===== config.mk =====
export PLATFORM = sky130hd
export DESIGN_NAME = uart_fifo_control
export DESIGN_NICKNAME = d
export VERILOG_FILES = /design/src/rtl/uart_fifo_pkg.sv /design/src/rtl/gpio_change_detect.sv /design/src/rtl/uart_fifo_control.sv
export SDC_FILE = /design/constraint.sdc
export NUM_CORES = 1
export LEC_CHECK = 0
export BUFFER_PORTS_ARGS = -buffer_cell sky130_fd_sc_hd__buf_2
export CAP_MARGIN = 20
export CORE_ASPECT_RATIO = 0.5
export CORE_MARGIN = 5
export CORE_UTILIZATION = 30
export CTS_BUF_LIST = sky130_fd_sc_hd__clkbuf_16
export CTS_CLUSTER_DIAMETER = 50
export DETAILED_ROUTE_END_ITERATION = 8
export PLACE_DENSITY = 0.54
export SLEW_MARGIN = 20
export SYNTH_ARGS = -nofsm -noshare
export SYNTH_HDL_FRONTEND = slang
export SYNTH_SLANG_ARGS = --single-unit

===== constraint.sdc =====
create_clock -name sys_clk -period 1.4 [get_ports sys_clk]
set_input_delay 0.14 -clock sys_clk [delete_from_list [all_inputs] [get_ports sys_clk]]
set_output_delay 0.14 -clock sys_clk [all_outputs]
set_load 0.005 [all_outputs]

===== src/rtl/uart_fifo_pkg.sv =====
// Package: constants and carrier types for the UART FIFO control block
package uart_fifo_pkg;

  // ****************************************
  // Register map
  // ****************************************
  localparam logic [3:0] FIFO_CONTROL_OFS    = 4'h2;
  localparam logic [3:0] INTERRUPT_IDENT_OFS = 4'h2;
  localparam logic [7:0] FIFO_CONTROL_RESET  = 8'h00;
  localparam logic [7:0] UNMAPPED_READ       = 8'h00;

  // ****************************************
  // Trigger levels and FIFO capacities, in characters or spaces
  // ****************************************
  localparam logic [6:0] RX_TRIG_CODE0 = 7'h08;
  localparam logic [6:0] RX_TRIG_CODE1 = 7'h10;
  localparam logic [6:0] RX_TRIG_CODE2 = 7'h38;
  localparam logic [6:0] RX_TRIG_CODE3 = 7'h3C;
  localparam logic [6:0] TX_TRIG_CODE0 = 7'h08;
  localparam logic [6:0] TX_TRIG_CODE1 = 7'h10;
  localparam logic [6:0] TX_TRIG_CODE2 = 7'h20;
  localparam logic [6:0] TX_TRIG_CODE3 = 7'h38;
  localparam logic [6:0] TRIG_NO_FIFO  = 7'h01;
  localparam logic [6:0] FIFO_DEPTH    = 7'h40;
  localparam logic [6:0] HOLD_NO_FIFO  = 7'h01;

  // ****************************************
  // Interrupt identification codes, bits 5:0, and fixed bits 7:6
  // ****************************************
  localparam logic [5:0] IDENT_NONE       = 6'h01;
  localparam logic [5:0] IDENT_PIN_CHANGE = 6'h30;
  localparam logic [5:0] IDENT_XOFF_SPEC  = 6'h10;
  localparam logic [5:0] IDENT_MODEM_OFF  = 6'h20;
  localparam logic [1:0] IDENT_TOP_BITS   = 2'h0;

  // ****************************************
  // Widths
  // ****************************************
  localparam int GPIO_WIDTH = 8;

  // ****************************************
  // Carrier types
  // ****************************************
  typedef struct packed {
    logic [1:0] rx_trig;
    logic [1:0] tx_trig;
    logic       reserved;
    logic       tx_reset;
    logic       rx_reset;
    logic       fifo_en;
  } fifo_control_s;

  typedef struct packed {
    logic       rd;
    logic       wr;
    logic [3:0] addr;
    logic [7:0] wdata;
  } reg_req_s;

  typedef struct packed {
    logic xoff_detect;
    logic xon_detect;
    logic special_detect;
    logic modem_inactive;
  } flow_event_s;

endpackage : uart_fifo_pkg

===== src/rtl/gpio_change_detect.sv =====
// Synchroniser and change-of-state detector for the general-purpose inputs
module gpio_change_detect #(
  parameter int WIDTH = 8
) (
  input  wire logic             sys_clk,
  input  wire logic             rst_n,
  input  wire logic [WIDTH-1:0] pin_in,
  output logic                  changed
);

  // ****************************************
  // Two-stage synchroniser and edge compare
  // ****************************************
  logic [WIDTH-1:0] sync_a;
  logic [WIDTH-1:0] sync_b;
  logic [WIDTH-1:0] last;
  logic             primed;

  wire              next_changed = primed && (sync_b != last);

  always_ff @(posedge sys_clk or negedge rst_n) begin
    if (!rst_n) begin
      sync_a  <= '0;
      sync_b  <= '0;
      last    <= '0;
      primed  <= 1'b0;
      changed <= 1'b0;
    end else begin
      sync_a  <= pin_in;
      sync_b  <= sync_a;
      last    <= sync_b;
      primed  <= 1'b1;
      changed <= next_changed;
    end
  end

endmodule : gpio_change_detect


===== src/rtl/uart_fifo_control.sv =====
// FIFO control register and late interrupt identification sources of the UART bridge
module uart_fifo_control #(
  parameter int GPIO_W = uart_fifo_pkg::GPIO_WIDTH
) (
  input  wire logic                        sys_clk,
  input  wire logic                        rst_n,
  input  wire uart_fifo_pkg::reg_req_s     reg_req,
  input  wire logic                        line_ctrl_dlab,
  input  wire logic                        enh_func_en,
  input  wire uart_fifo_pkg::flow_event_s  flow_event,
  input  wire logic [GPIO_W-1:0]           gpio_in,
  output logic [7:0]                       reg_rdata,
  output logic                             reg_rvalid,
  output uart_fifo_pkg::fifo_control_s     fifo_control_reg,
  output logic [7:0]                       interrupt_ident_reg,
  output logic [6:0]                       rx_trigger_level,
  output logic [6:0]                       tx_trigger_level,
  output logic [6:0]                       fifo_capacity,
  output logic                             tx_fifo_flush,
  output logic                             rx_fifo_flush
);

  // ****************************************
  // Lookup functions
  // ****************************************
  function automatic logic [6:0] rx_trig_level(input logic [1:0] code);
    logic [6:0] lvl;
    lvl = uart_fifo_pkg::RX_TRIG_CODE0;
    unique case (code)
      2'h0: lvl = uart_fifo_pkg::RX_TRIG_CODE0;
      2'h1: lvl = uart_fifo_pkg::RX_TRIG_CODE1;
      2'h2: lvl = uart_fifo_pkg::RX_TRIG_CODE2;
      2'h3: lvl = uart_fifo_pkg::RX_TRIG_CODE3;
    endcase
    return lvl;
  endfunction : rx_trig_level

  function automatic logic [6:0] tx_trig_level(input logic [1:0] code);
    logic [6:0] lvl;
    lvl = uart_fifo_pkg::TX_TRIG_CODE0;
    unique case (code)
      2'h0: lvl = uart_fifo_pkg::TX_TRIG_CODE0;
      2'h1: lvl = uart_fifo_pkg::TX_TRIG_CODE1;
      2'h2: lvl = uart_fifo_pkg::TX_TRIG_CODE2;
      2'h3: lvl = uart_fifo_pkg::TX_TRIG_CODE3;
    endcase
    return lvl;
  endfunction : tx_trig_level

  // ****************************************
  // Address decode
  // ****************************************
  wire  fcr_hit = reg_req.addr == uart_fifo_pkg::FIFO_CONTROL_OFS;
  wire  iir_hit = reg_req.addr == uart_fifo_pkg::INTERRUPT_IDENT_OFS;
  wire  fcr_wr  = reg_req.wr && fcr_hit && !line_ctrl_dlab;
  wire  iir_rd  = reg_req.rd && iir_hit && !line_ctrl_dlab;
  uart_fifo_pkg::fifo_control_s wr_fcr;
  assign wr_fcr = uart_fifo_pkg::fifo_control_s'(reg_req.wdata);

  // ****************************************
  // FIFO control next value
  // ****************************************
  wire  fifo_on   = fcr_wr ? wr_fcr.fifo_en : fifo_control_reg.fifo_en;
  wire  prog_ok   = fcr_wr && wr_fcr.fifo_en;
  wire  tx_trig_w = prog_ok && enh_func_en;
  uart_fifo_pkg::fifo_control_s next_fcr;
  assign next_fcr.fifo_en  = fifo_on;
  assign next_fcr.rx_trig  = prog_ok ? wr_fcr.rx_trig : fifo_control_reg.rx_trig;
  assign next_fcr.tx_trig  = tx_trig_w ? wr_fcr.tx_trig : fifo_control_reg.tx_trig;
  assign next_fcr.reserved = 1'b0;
  // Reset bits are set by a write that also sets fifo_en and drop after one cycle of flushing
  assign next_fcr.tx_reset = prog_ok && wr_fcr.tx_reset;
  assign next_fcr.rx_reset = prog_ok && wr_fcr.rx_reset;

  wire [6:0] next_rx_lvl = fifo_on ? rx_trig_level(next_fcr.rx_trig)
                                   : uart_fifo_pkg::TRIG_NO_FIFO;
  wire [6:0] next_tx_lvl = fifo_on ? tx_trig_level(next_fcr.tx_trig)
                                   : uart_fifo_pkg::TRIG_NO_FIFO;
  wire [6:0] next_cap    = fifo_on ? uart_fifo_pkg::FIFO_DEPTH
                                   : uart_fifo_pkg::HOLD_NO_FIFO;

  // ****************************************
  // Interrupt source flags
  // ****************************************
  logic pin_flag;
  logic xoff_flag;
  logic spec_flag;
  logic modem_flag;
  logic pin_change;

  gpio_change_detect #(
    .WIDTH (GPIO_W)
  ) u_gpio_change (
    .sys_clk (sys_clk),
    .rst_n   (rst_n),
    .pin_in  (gpio_in),
    .changed (pin_change)
  );

  wire [5:0] cur_ident = pin_flag               ? uart_fifo_pkg::IDENT_PIN_CHANGE :
                         (xoff_flag | spec_flag) ? uart_fifo_pkg::IDENT_XOFF_SPEC  :
                         modem_flag             ? uart_fifo_pkg::IDENT_MODEM_OFF  :
                                                  uart_fifo_pkg::IDENT_NONE;
  wire  rd_pin   = iir_rd && pin_flag;
  wire  rd_modem = iir_rd && cur_ident == uart_fifo_pkg::IDENT_MODEM_OFF;

  // Setting events win over clears in the same cycle
  wire  next_pin   = pin_change | (pin_flag & ~rd_pin);
  wire  next_xoff  = flow_event.xoff_detect |
                     (xoff_flag & ~flow_event.xon_detect);
  wire  next_spec  = flow_event.special_detect | (spec_flag & ~iir_rd);
  wire  next_modem = flow_event.modem_inactive | (modem_flag & ~rd_modem);

  wire [7:0] next_rdata = (iir_hit && !line_ctrl_dlab) ? {uart_fifo_pkg::IDENT_TOP_BITS, cur_ident}
                                                       : uart_fifo_pkg::UNMAPPED_READ;

  // ****************************************
  // Registers
  // ****************************************
  always_ff @(posedge sys_clk or negedge rst_n) begin
    if (!rst_n) begin
      fifo_control_reg <=
        uart_fifo_pkg::fifo_control_s'(uart_fifo_pkg::FIFO_CONTROL_RESET);
      rx_trigger_level <= uart_fifo_pkg::TRIG_NO_FIFO;
      tx_trigger_level <= uart_fifo_pkg::TRIG_NO_FIFO;
      fifo_capacity    <= uart_fifo_pkg::HOLD_NO_FIFO;
    end else begin
      fifo_control_reg <= next_fcr;
      rx_trigger_level <= next_rx_lvl;
      tx_trigger_level <= next_tx_lvl;
      fifo_capacity    <= next_cap;
    end
  end

  always_ff @(posedge sys_clk or negedge rst_n) begin
    if (!rst_n) begin
      pin_flag   <= 1'b0;
      xoff_flag  <= 1'b0;
      spec_flag  <= 1'b0;
      modem_flag <= 1'b0;
    end else begin
      pin_flag   <= next_pin;
      xoff_flag  <= next_xoff;
      spec_flag  <= next_spec;
      modem_flag <= next_modem;
    end
  end

  always_ff @(posedge sys_clk or negedge rst_n) begin
    if (!rst_n) begin
      reg_rdata           <= uart_fifo_pkg::UNMAPPED_READ;
      reg_rvalid          <= 1'b0;
      interrupt_ident_reg <= {uart_fifo_pkg::IDENT_TOP_BITS, uart_fifo_pkg::IDENT_NONE};
    end else begin
      reg_rdata           <= reg_req.rd ? next_rdata : uart_fifo_pkg::UNMAPPED_READ;
      reg_rvalid          <= reg_req.rd;
      interrupt_ident_reg <= {uart_fifo_pkg::IDENT_TOP_BITS, cur_ident};
    end
  end

  // Flush strobes are the self-clearing reset bits themselves
  assign tx_fifo_flush = fifo_control_reg.tx_reset;
  assign rx_fifo_flush = fifo_control_reg.rx_reset;

endmodule : uart_fifo_control


Word-level counts from Yosys, hierarchy flattened
Cells that the tools add are included.
- bitwise operators: 13
- reduce and logical (&&, ||, !) cells: 15
- muxes and demuxes: 13
- eq/ne operators: 9
- operators by type and width (kind ; number):
    7-bit one-hot mux with 4 select lines ; 2
    6-bit two-way mux ; 5
    7-bit two-way mux ; 3
    1-bit logical AND ; 12
    2-bit == test (second input constant) ; 4
    8-bit inequality test ; 1
    6-bit == test (second input constant) ; 1
    1-bit OR ; 5
    1-bit AND ; 4
    2-bit by 1-bit == test with 1-bit output (second input constant) ; 2
    4-bit by 2-bit == test with 1-bit output (second input constant) ; 1
    2-bit zero test ; 2
    2-bit two-way mux ; 2
    1-bit NOT ; 4
    1-bit zero test ; 1
    1-bit two-way mux ; 1
- flip-flop bits (word level): 71
- bits of input ports: 30
- output and inout port bits: 48

Logic depth before layout (Yosys ltp)
Gate-level depths: netlist of run 1.
- depth after elaboration: 9
- depth in mapped cells: 4
- mapped depth without buffers: 3

Hierarchy
A second synthesis of run 1 with hierarchy kept.
- cells, all modules: 149
- area, all modules: 1969.4 µm²
- modules (own cells, without submodules) (module ; area an instance (µm²) ; cells an instance ; instances):
    uart_fifo_control ; 1224.9 ; 111 ; 1
    gpio_change_detect ; 744.5 ; 38 ; 1

Worst setup path before layout of run 1
OpenSTA, ideal clock, no wires.
- path kind: input-to-reg
- start: in reg_req[11] (netlist name)
- end: reg fifo_control_reg[7] (netlist name)
- setup slack: 0.262 ns
- arrival time: 1.020 ns
- stages on the path: 4
- data required time: 1.281 ns
- cell sequence: nor4b_4 nand3_2 buf_6 a21bo_1
- RTL lines (item ; RTL line ; RTL):
    start, declared ; uart_fifo_control.sv:7 ; input wire uart_fifo_pkg::reg_req_s reg_req,
    end signal, assigned ; uart_fifo_control.sv:122 ; fifo_control_reg <=
    end signal, assigned ; uart_fifo_control.sv:128 ; fifo_control_reg <= next_fcr;
    end, declared ; uart_fifo_control.sv:14 ; output uart_fifo_pkg::fifo_control_s fifo_control_reg,

Worst setup path in the final report of run 1
- start: reg spec_flag
- end: reg modem_flag
- longest elaborated chain between the ends: 8
- RTL lines (item ; RTL line ; RTL):
    start, declared ; uart_fifo_control.sv:87 ; logic spec_flag;
    start signal, assigned ; uart_fifo_control.sv:144 ; spec_flag <= next_spec;
    1-bit OR ; uart_fifo_control.sv:101 ; (xoff_flag | spec_flag) ? uart_fifo_pkg::IDENT_XOFF_SPEC :
    6-bit two-way mux ; uart_fifo_control.sv:101 ;
    6-bit two-way mux ; uart_fifo_control.sv:100 ; wire [5:0] cur_ident = pin_flag ? uart_fifo_pkg::IDENT_PIN_CHANGE :
    6-bit == test ; uart_fifo_control.sv:105 ; wire rd_modem = iir_rd && cur_ident == uart_fifo_pkg::IDENT_MODEM_OFF;
    1-bit logical AND ; uart_fifo_control.sv:105 ;
    1-bit NOT ; uart_fifo_control.sv:112 ; wire next_modem = flow_event.modem_inactive | (modem_flag & ~rd_modem);
    1-bit AND ; uart_fifo_control.sv:112 ;
    1-bit OR ; uart_fifo_control.sv:112 ;
    via next_modem ; uart_fifo_control.sv:112 ;
    end signal, assigned ; uart_fifo_control.sv:145 ; modem_flag <= next_modem;
    end, declared ; uart_fifo_control.sv:88 ; logic modem_flag;
The timed path passes the listed nets, and every way through them passes these cells.

==> flow_metrics.py, run 1 <==
metrics = {
    "outcome": {
        "status": "finished, final reports clean",
    },
    "placement": {
        "gp_congestion": 0.821,
        "placed_cell_area_um2": 2250,
        "place.detailed.hpwl_um": 2590,
        "dp_cells": 287,
        "io_buffers": 55,
    },
    "clock_network": {
        "tritoncts": "built",
        "max-clock-path-buffers": 2,
        "ctsHtreeMaxLevel": 2,
        "clock_sinks": 52,
        "cts_made_buffers": 5,
        "cts_root_buf": "clkbuf_16",
        "clk_pin_slew_ns": 0.06,
        "clk_latency_ns": 0.28,
    },
    "layout": {
        "drive_gt1_share_pct": 33.2,
        "final_cell_mix": "buf_2, dfrtp_1, conb_1",
        "fin_cells": 305,
        "multi_input_area_um2": 504,
        "final_area_um2": 2490,
        "mostFrequentLayoutCell": "buf_2",
        "layout_top_registers": "u_gpio_change.last x8, u_gpio_change.sync_a x8, u_gpio_change.sync_b x8",
        "syn_to_final_growth_pct": 26.7,
        "antenna_cells": 0,
        "fin_nets": 246,
        "seqCellArea_um2": 1300,
        "utilization_pct": 40.2,
        "nFillCells": 618,
    },
    "sta": {
        "finalCriticalPeriod_ns": 1.16,
        "maxSlewViolCount": 0,
        "final-setup-viol-count": 0,
        "hold_viol_final": 0,
        "setup-tns-final_ns": 0,
        "post-route-period-util_pct": 82.9,
        "fin_skew_ns": 0.00491,
        "rsz0062_at_grt": "false",
        "fmax_mhz": 862,
    },
    "synthesis": {
        "yosysTopAreaCellShare_pct": 63.5,
        "ys_warn_count": 0,
        "synth_area_leaders": "dfrtp_1, buf_4, xor2_1",
        "avgSynthCellArea_um2": 13.2,
        "synth_cell_types": 30,
        "synth_area_um2": 1970,
        "postSynthCellCount": 149,
        "synth_area_leader_cell": "dfrtp_1",
        "ys_seq_area_share_pct": 66.2,
        "yosys_register_bits": 52,
    },
    "worst_hold_path": {
        "min-delay-start": "flow_event[3]",
        "holdPathEnd": "xoff_flag",
        "hp-class": "primary input to flip-flop",
        "hold_depth": 2,
    },
    "setup_path": {
        "reg2reg_slack_ns": 0.24,
        "r2r-start": "spec_flag",
        "worstPathMaxFanout": 3,
        "reg2reg_depth": 3,
        "cp-end-kind": "flip-flop",
        "critPathArrivalTime_ns": 1.34,
        "startpoint_type": "flip-flop",
        "worstReg2RegEnd": "modem_flag",
        "crit_type": "flip-flop to flip-flop",
        "crit_required_ns": 1.57,
    },
    "grt": {
        "overflow": 0,
        "globalRouteMet1Util_pct": 8.77,
        "grt_antenna_before_repair": 0,
        "grt_pass1_vias": 1262,
        "gr-usage-all-layers_pct": 8.78,
        "grt_use_met3_pct": 2.45,
        "grt_pass1_wl_um": 5770,
        "grtUsageMet2_pct": 17.9,
        "grt_max_degree": 53,
        "grt-busiest-layer": "met2",
    },
    "power_and_ir_drop": {
        "cellLeakagePower_nw": 1.24,
        "ir_drop_uv": 531,
        "finalPower_w": 0.00309,
        "powerDensity_nw_per_um2": 1240,
    },
    "die": {
        "core_um2": 6210,
        "io_pins": 78,
        "rows": 20,
        "start_util_pct": 31.7,
        "die_y_um": 67.3,
        "die-width_um": 125,
        "die-area_um2": 8380,
    },
    "route": {
        "ant_nets": 0,
        "via_count": 1199,
        "drt_first_pass_iters": 4,
        "wl_um": 3490,
        "via_per_inst": 3.93,
        "routedWlPerCell_um": 11.4,
        "drc_errors": 0,
        "drt_iter0_drc": 51,
    },
    "job": {
        "maxCapViolations": 0,
    },
}
power breakdown:
group          switching (W)  internal [W]  total, W
registers          0.0000453       0.00159   0.00164
clock network       0.000498      0.000655   0.00115
logic               0.000150      0.000150  0.000301
stage by stage:
| step | hold slack (ns) | setup WS, ns |
|---|---|---|
| 3_5_place_dp | 0.149 | 0.0500 |
| 2_1_floorplan | -0.156 | 0.262 |
| 4_1_cts | 0.0298 | 0.184 |
| 6_report | 0.0327 | 0.240 |
| 5_1_grt | 0.0251 | 0.117 |
| 3_3_place_gp | 0.146 | 0.0929 |
worst max-delay path by stage:
stage                       startpoint  slack (ns)               endpoint
3_5_place_dp               reg_req[11]        0.05    tx_trigger_level[5]
4_1_cts        u_gpio_change.sync_b[7]        0.18  u_gpio_change.changed
6_report                     spec_flag        0.24             modem_flag
5_1_grt                      spec_flag        0.12           reg_rdata[0]
3_3_place_gp               reg_req[11]        0.09    tx_trigger_level[5]
2_1_floorplan              reg_req[11]        0.26    fifo_control_reg[7]
layer usage:
| metal | up-vias | part of all wire (%) |
|---|---|---|
| li1 | 574 | - |
| met1 | 589 | 36 |
| met2 | 31 | 57 |
| met3 | 5 | 5.3 |
| met4 | 0 | 1.4 |
| met5 | - | 0 |
synth_stat cells:
cell and n:
o22ai_1 3, xor2_1 8, and4b_1 1, inv_1 6, nand2_1 5, a21o_1 5, nor2b_1 4, nor4b_4 1
nand4b_1 1, nor4_1 2, a22oi_1 2, mux2_2 1, nor3_1 2, and2_1 1, buf_6 1, nand4_1 1
xnor2_1 2, conb_1 2, nand3_1 4, a21boi_0 1, nand3_2 1, buf_4 27, a21bo_2 1, dfrtp_1 50
a21bo_1 1, dfstp_2 2, a22oi_2 1, nor2_1 8, or4b_1 1, o21ai_0 4
critical path: stages, from the launching register on:
cell     delay, ns
dfrtp_1       0.40
nor3_1        0.35
nand3_1       0.12
a21o_1        0.19
area by class of cell:
cell class / count / area share, %
Tap cell: 88 / 4.41
Timing Repair Buffer: 68 / 16.4
Clock inverter: 3 / 0.752
Multi-Input combinational cell: 83 / 20.2
Inverter: 6 / 0.903
Clock buffer: 5 / 5.02
Sequential cell: 52 / 52.3
cells by family after synthesis:
group / count (synthesis) / synth area share [%]
other: 2 / 0.381
DFF: 52 / 66.2
and+or+nand+nor: 32 / 9.72
muxes: 1 / 0.572
buffers and inverters: 34 / 12.0
xor gates and xnor gates: 10 / 4.45
AOI/OAI and AO/OA: 18 / 6.67
repair_timing:
item	in CTS	in global routing
endpoints found under the hold margin	59	0
buffers inserted	0	0
hold buffers	10	0
resized for setup	0	0
(Power assumes the default switching activity.)
==> run 2: changes to the inputs <==
--- a/config.mk
+++ b/config.mk
@@ -5,6 +5,7 @@
 export SDC_FILE = /design/constraint.sdc
 export NUM_CORES = 1
 export LEC_CHECK = 0
+export ABC_AREA = 1
 export BUFFER_PORTS_ARGS = -buffer_cell sky130_fd_sc_hd__buf_2
 export CAP_MARGIN = 20
 export CORE_ASPECT_RATIO = 0.5
@@ -13,7 +14,7 @@
 export CTS_BUF_LIST = sky130_fd_sc_hd__clkbuf_16
 export CTS_CLUSTER_DIAMETER = 50
 export DETAILED_ROUTE_END_ITERATION = 8
-export PLACE_DENSITY = 0.54
+export PLACE_DENSITY = 0.56
 export SLEW_MARGIN = 20
 export SYNTH_ARGS = -nofsm -noshare
 export SYNTH_HDL_FRONTEND = slang
==> constraint.sdc (replaced) <==
create_clock -name sys_clk -period 1 [get_ports sys_clk]
set_input_delay 0.1 -clock sys_clk [delete_from_list [all_inputs] [get_ports sys_clk]]
set_output_delay 0.1 -clock sys_clk [all_outputs]
set_load 0.005 [all_outputs]
==> run 2 against run 1 <==
Compared with the run above: the flow now finishes with violations (negative setup slack); die area decreased by 0.45%; flip-flop and latch count unchanged; utilization increased by 2.8 points; total power increased by 45%; clock power increased by 37%; non-clock buffer count increased by 14; synthesized cell count increased by 13%; sequential share of layout area decreased by 3.4 points; critical path type is now flip-flop to output pin.
==> flow_metrics.py, run 2 <==
metrics = {
    "outcome": {
        "status": "complete, but fails checks",
        "violations": "negative setup slack",
    },
    "layout": {
        "syn_to_final_growth_pct": 36.1,
        "fin_nets": 281,
        "fin_cells": 339,
        "seqCellArea_um2": 1300,
        "mostFrequentLayoutCell": "buf_2",
        "antenna_cells": 0,
        "multi_input_area_um2": 489,
        "utilization_pct": 43.0,
        "nFillCells": 611,
        "final_cell_mix": "buf_2, dfrtp_1, conb_1",
        "layout_top_registers": "u_gpio_change.last x8, u_gpio_change.sync_a x8, u_gpio_change.sync_b x8",
        "drive_gt1_share_pct": 39.4,
    },
    "clock_network": {
        "cts_made_buffers": 5,
        "cts_root_buf": "clkbuf_16",
        "clk_latency_ns": 0.28,
        "ctsHtreeMaxLevel": 2,
        "max-clock-path-buffers": 2,
        "tritoncts": "built",
        "clk_pin_slew_ns": 0.06,
        "clock_sinks": 52,
    },
    "sta": {
        "fin_ws_ns": -0.0302,
        "hold_viol_final": 0,
        "fin_skew_ns": 0.00487,
        "rsz0062_at_grt": "true",
        "maxSlewViolCount": 0,
        "fmax_mhz": 971,
        "finalCriticalPeriod_ns": 1.03,
        "final-setup-viol-count": 5,
        "post-route-period-util_pct": 103,
        "setup-tns-final_ns": -0.103,
    },
    "die": {
        "start_util_pct": 31.6,
        "die-area_um2": 8350,
        "core_um2": 6210,
        "die_y_um": 67.1,
        "die-width_um": 124,
        "io_pins": 78,
        "rows": 20,
    },
    "synthesis": {
        "yosysMostFrequentCell": "dfrtp_1",
        "synth_area_leaders": "dfrtp_1, buf_4, inv_1",
        "synth_top_flop_cell": "dfrtp_1",
        "ys_seq_area_share_pct": 66.5,
        "synth_edf_count": 0,
        "yosysTopAreaCellShare_pct": 63.9,
        "postSynthCellCount": 168,
        "yosys_register_bits": 52,
        "synth_area_um2": 1960,
        "ys_warn_count": 0,
        "avgSynthCellArea_um2": 11.7,
        "synthArstFlopShare_pct": 100,
        "synth_cell_types": 24,
        "synth_area_leader_cell": "dfrtp_1",
        "ys_top_cells_by_count": "dfrtp_1, buf_4, inv_1, nor2_1, nand2_1",
    },
    "placement": {
        "io_buffers": 55,
        "gp_congestion": 0.853,
        "place.detailed.hpwl_um": 2760,
        "dp_cells": 315,
    },
    "grt": {
        "overflow": 0,
        "grt_max_degree": 25,
        "grt_pass1_wl_um": 5760,
        "grt_antenna_before_repair": 0,
        "gr-usage-all-layers_pct": 8.48,
        "grt_pass1_vias": 1332,
    },
    "route": {
        "drt_first_pass_iters": 2,
        "drt_iter0_drc": 26,
        "wl_um": 3570,
        "ant_nets": 0,
        "via_count": 1274,
        "drc_errors": 0,
        "routedWlPerCell_um": 10.5,
        "via_per_inst": 3.76,
    },
    "power_and_ir_drop": {
        "ir_drop_uv": 955,
        "cellLeakagePower_nw": 1.37,
        "powerDensity_nw_per_um2": 1680,
        "finalPower_w": 0.00448,
    },
    "setup_path": {
        "path_buf_inv": 1,
        "worst_path_largest_cell_delay_ns": 0.54,
        "crit_chain": "buf_2",
        "critPathArrivalTime_ns": 0.93,
        "crit_family": "flip-flops",
        "crit_required_ns": 0.90,
        "cp-end-kind": "output pin",
        "crit_type": "flip-flop to output pin",
        "worstPathMaxFanout": 3,
        "cp_slowest_cell": "dfstp_2",
        "startpoint_type": "flip-flop",
    },
    "job": {
        "maxCapViolations": 0,
    },
    "worst_hold_path": {
        "hp-class": "primary input to flip-flop",
    },
}
==> run 2: through the flow <==
stage | hold slack (ns) | cell area, µm² | setup slack, ns
4_1_cts | 0.000540 | 2600 | -0.0444
6_report | 0.00494 | 2670 | -0.0302
3_5_place_dp | 0.0645 | 2320 | -0.177
3_3_place_gp | 0.0499 | 2320 | -0.124
5_1_grt | 0.00259 | 2670 | -0.105
2_1_floorplan | -0.196 | 2030 | 0.000198
==> run 2: repair_timing <==
item,4_1_cts,5_1_grt
endpoints found under the hold margin,21,0
cloned,0,0
endpoints found under the setup margin,10,14
hold buffers,11,0
gates resized for setup,5,7
pin swaps,3,4
setup buffers,2,4
==> run 2: per-layer routing <==
metal	global-route usage [%]	up-vias	wire (µm)	part of all wire, %
met3	2.21	5	156	4.4
met4	3.14	0	44	1.2
li1	-	627	-	-
met1	8.64	612	1360	38
met2	17.2	30	2010	56
met5	0	-	0	0
==> run 2: final cells by class <==
type	count	share of cell area, %
sequential	52	48.9
timing repair buffer	82	20.1
multi-input combinational	87	18.3
clock buffer	5	4.69
tap	88	4.13
inverter	23	3.33
clock inverter	2	0.469
==> run 2: worst paths after layout <==
check                                             start                       to  slack (ns)  cells after the start
max in group asynchronous                         rst_n  u_gpio_change.sync_a[5]        0.26                      3
worst max register to register                xoff_flag   interrupt_ident_reg[0]       -0.01                      6
worst max-delay path                   fifo_capacity[0]      rx_trigger_level[0]       -0.03                      1
worst min-delay path                      flow_event[0]               modem_flag       0.005                      3
worst min register to register  u_gpio_change.sync_a[5]  u_gpio_change.sync_b[5]        0.34                      0
min in group asynchronous                         rst_n               reg_rvalid        0.28                      2
==> run 2: cells by family (layout without fill, tap and decap cells) <==
logic type	after synthesis	after routing	share of synthesized area, %
AO/OA/AOI/OAI	11	11	4.15
XOR/XNOR	7	7	3.13
buffers and inverters	49	112	14.5
flip-flops	52	52	66.5
other	2	22	0.383
AND/OR/NAND/NOR	47	47	11.3
==> run 2: power by group <==
group	internal (W)	switching, W
sequential	0.00226	0.0000669
combinational	0.000280	0.000305
clock	0.000907	0.000660
==> run 3: changes to the inputs <==
--- a/config.mk
+++ b/config.mk
@@ -8,13 +8,12 @@
 export ABC_AREA = 1
 export BUFFER_PORTS_ARGS = -buffer_cell sky130_fd_sc_hd__buf_2
 export CAP_MARGIN = 20
-export CORE_ASPECT_RATIO = 0.5
+export CORE_ASPECT_RATIO = 0.7
 export CORE_MARGIN = 5
 export CORE_UTILIZATION = 30
 export CTS_BUF_LIST = sky130_fd_sc_hd__clkbuf_16
 export CTS_CLUSTER_DIAMETER = 50
 export DETAILED_ROUTE_END_ITERATION = 8
-export PLACE_DENSITY = 0.56
 export SLEW_MARGIN = 20
 export SYNTH_ARGS = -nofsm -noshare
 export SYNTH_HDL_FRONTEND = slang
==> run 3 against run 2 <==
Compared with the run above: the run still ends with negative setup slack left; clock power grew 4%; wire length shrank 1.4%; critical path depth is the same; flip-flop and latch count is the same; die area shrank 0.86%; register-to-register slack is essentially flat; total power grew 0.96%; worst hold slack gained 0.0048 ns; first-iteration DRC count shrank 15%; critical endpoint is now tx_trigger_level[0]; largest power group unchanged; highest routed layer unchanged.
==> flow_metrics.py, run 3 (same netlist as run 2, synthesis figures left out) <==
metrics = {
    "outcome": {
        "status": "complete, but fails checks",
        "violations": "negative setup slack",
    },
    "layout": {
        "drive_gt1_share_pct": 38.9,
        "mostFrequentLayoutCell": "buf_2",
        "antenna_cells": 0,
        "layout_top_registers": "u_gpio_change.last x8, u_gpio_change.sync_a x8, u_gpio_change.sync_b x8",
        "final_cell_mix": "buf_2, dfrtp_1, conb_1",
        "nFillCells": 602,
        "syn_to_final_growth_pct": 34.0,
        "fin_nets": 276,
        "final_area_um2": 2630,
    },
    "die": {
        "die-width_um": 107,
        "io_pins": 78,
        "core_um2": 6280,
        "start_util_pct": 31.2,
        "rows": 24,
        "die_y_um": 77.6,
        "die-area_um2": 8270,
    },
    "placement": {
        "place.detailed.hpwl_um": 2530,
        "placed_cell_area_um2": 2250,
        "pre_cts_ws_ns": -0.259,
        "gp_congestion": 0.756,
        "io_buffers": 55,
    },
    "grt": {
        "grt_antenna_before_repair": 0,
        "grt_pass1_wl_um": 5680,
        "overflow": 0,
        "grt_pass1_vias": 1236,
        "grt_max_degree": 53,
        "gr-usage-all-layers_pct": 8.52,
    },
    "setup_path": {
        "worstPathMaxFanout": 3,
        "cp_slowest_cell": "dfstp_2",
        "crit_required_ns": 0.90,
        "worst-path-stages": 1,
        "startpoint_type": "flip-flop",
        "path_buf_inv": 1,
        "worst_path_largest_cell_delay_ns": 0.54,
        "r2r-start": "spec_flag",
        "reg2reg_depth": 6,
        "crit_chain": "buf_2",
        "crit_type": "flip-flop to output pin",
        "reg2reg_slack_ns": 0,
        "cp-end-kind": "output pin",
        "worstReg2RegEnd": "modem_flag",
        "critPathArrivalTime_ns": 0.93,
        "crit_family": "flip-flops",
    },
    "route": {
        "drt_iter0_drc": 22,
        "drc_errors": 0,
        "via_count": 1268,
        "wl_um": 3520,
        "routedWlPerCell_um": 10.8,
        "drt_first_pass_iters": 4,
        "ant_nets": 0,
        "via_per_inst": 3.90,
    },
    "clock_network": {
        "cts_made_buffers": 5,
        "tritoncts": "built",
        "ctsHtreeMaxLevel": 2,
        "max-clock-path-buffers": 2,
        "clk_latency_ns": 0.28,
        "clk_pin_slew_ns": 0.06,
        "cts_root_buf": "clkbuf_16",
        "clock_sinks": 52,
    },
    "power_and_ir_drop": {
        "cellLeakagePower_nw": 1.36,
        "finalPower_w": 0.00452,
        "ir_drop_uv": 836,
        "powerDensity_nw_per_um2": 1720,
    },
    "sta": {
        "fin_skew_ns": 0.00302,
        "rsz0062_at_grt": "true",
        "maxSlewViolCount": 0,
        "fin_ws_ns": -0.0268,
        "hold_viol_final": 0,
        "whs_ns": 0.00974,
        "final-setup-viol-count": 3,
        "finalCriticalPeriod_ns": 1.03,
        "fmax_mhz": 974,
        "post-route-period-util_pct": 103,
    },
    "worst_hold_path": {
        "hp-class": "primary input to flip-flop",
        "hold_depth": 2,
        "holdPathEnd": "xoff_flag",
        "min-delay-start": "flow_event[2]",
    },
    "job": {
        "maxCapViolations": 0,
    },
}
-- run 3: cell type report --
class / instances / area [µm²] / share of cell area (%)
Sequential cell: 52 / 1300 / 49.7
Multi-Input combinational cell: 87 / 504 / 19.2
Timing Repair Buffer: 77 / 487 / 18.5
Clock buffer: 5 / 125 / 4.77
Tap cell: 78 / 97.6 / 3.72
Inverter: 23 / 88.8 / 3.38
Clock inverter: 3 / 18.8 / 0.715
-- run 3: layer usage --
layer	part of all wire, %	vias to the layer above	global-route usage [%]	routed length, µm
li1	-	621	-	-
met1	44	606	11.2	1550
met2	49	36	12.9	1710
met3	6.3	5	3.23	222
met4	0.82	0	3.07	29
met5	0	-	0	0
-- run 3: what timing repair did --
item                                   4_1_cts  5_1_grt
setup endpoints to repair                    6       16
hold buffers                                11        0
pin swaps                                    3        9
buffers inserted                             2        7
resized for setup                            3       12
endpoints found under the hold margin       60        0
-- run 3: worst reg2reg max path: stages (launching register included) --
cell and delay (ns):
dfrtp_1 0.38, nor2_2 0.12, inv_1 0.05, nor2_2 0.11, inv_2 0.07, o21ai_2 0.10, nand2_1 0.06
-- run 3: worst max path at each step --
stage | from | end | slack (ns)
CTS | spec_flag | modem_flag | -0.05
finish | fifo_capacity[0] | tx_trigger_level[0] | -0.03
global placement | reg_req[10] | rx_trigger_level[3] | -0.16
detailed placement | reg_req[10] | rx_trigger_level[3] | -0.26
floorplan | reg_req[10] | rx_trigger_level[3] | 0.0002
global route | spec_flag | modem_flag | -0.11
-- run 3: through the flow --
step,util (%),setup TNS (ns),instances
final,41.8,-0.0779,325
after global routing,41.8,-0.477,325
after CTS,40.2,-0.166,319
after global placement,35.8,-1.16,298
after detailed placement,35.8,-1.80,298
after floorplan,-,0,188
-- run 3: power breakdown --
part	internal (W)	leakage [nW]	switching, W
clock	0.000922	0.0736	0.000711
combinational	0.000260	0.673	0.000299
sequential	0.00226	0.609	0.0000706
total	0.00344	1.36	0.00108
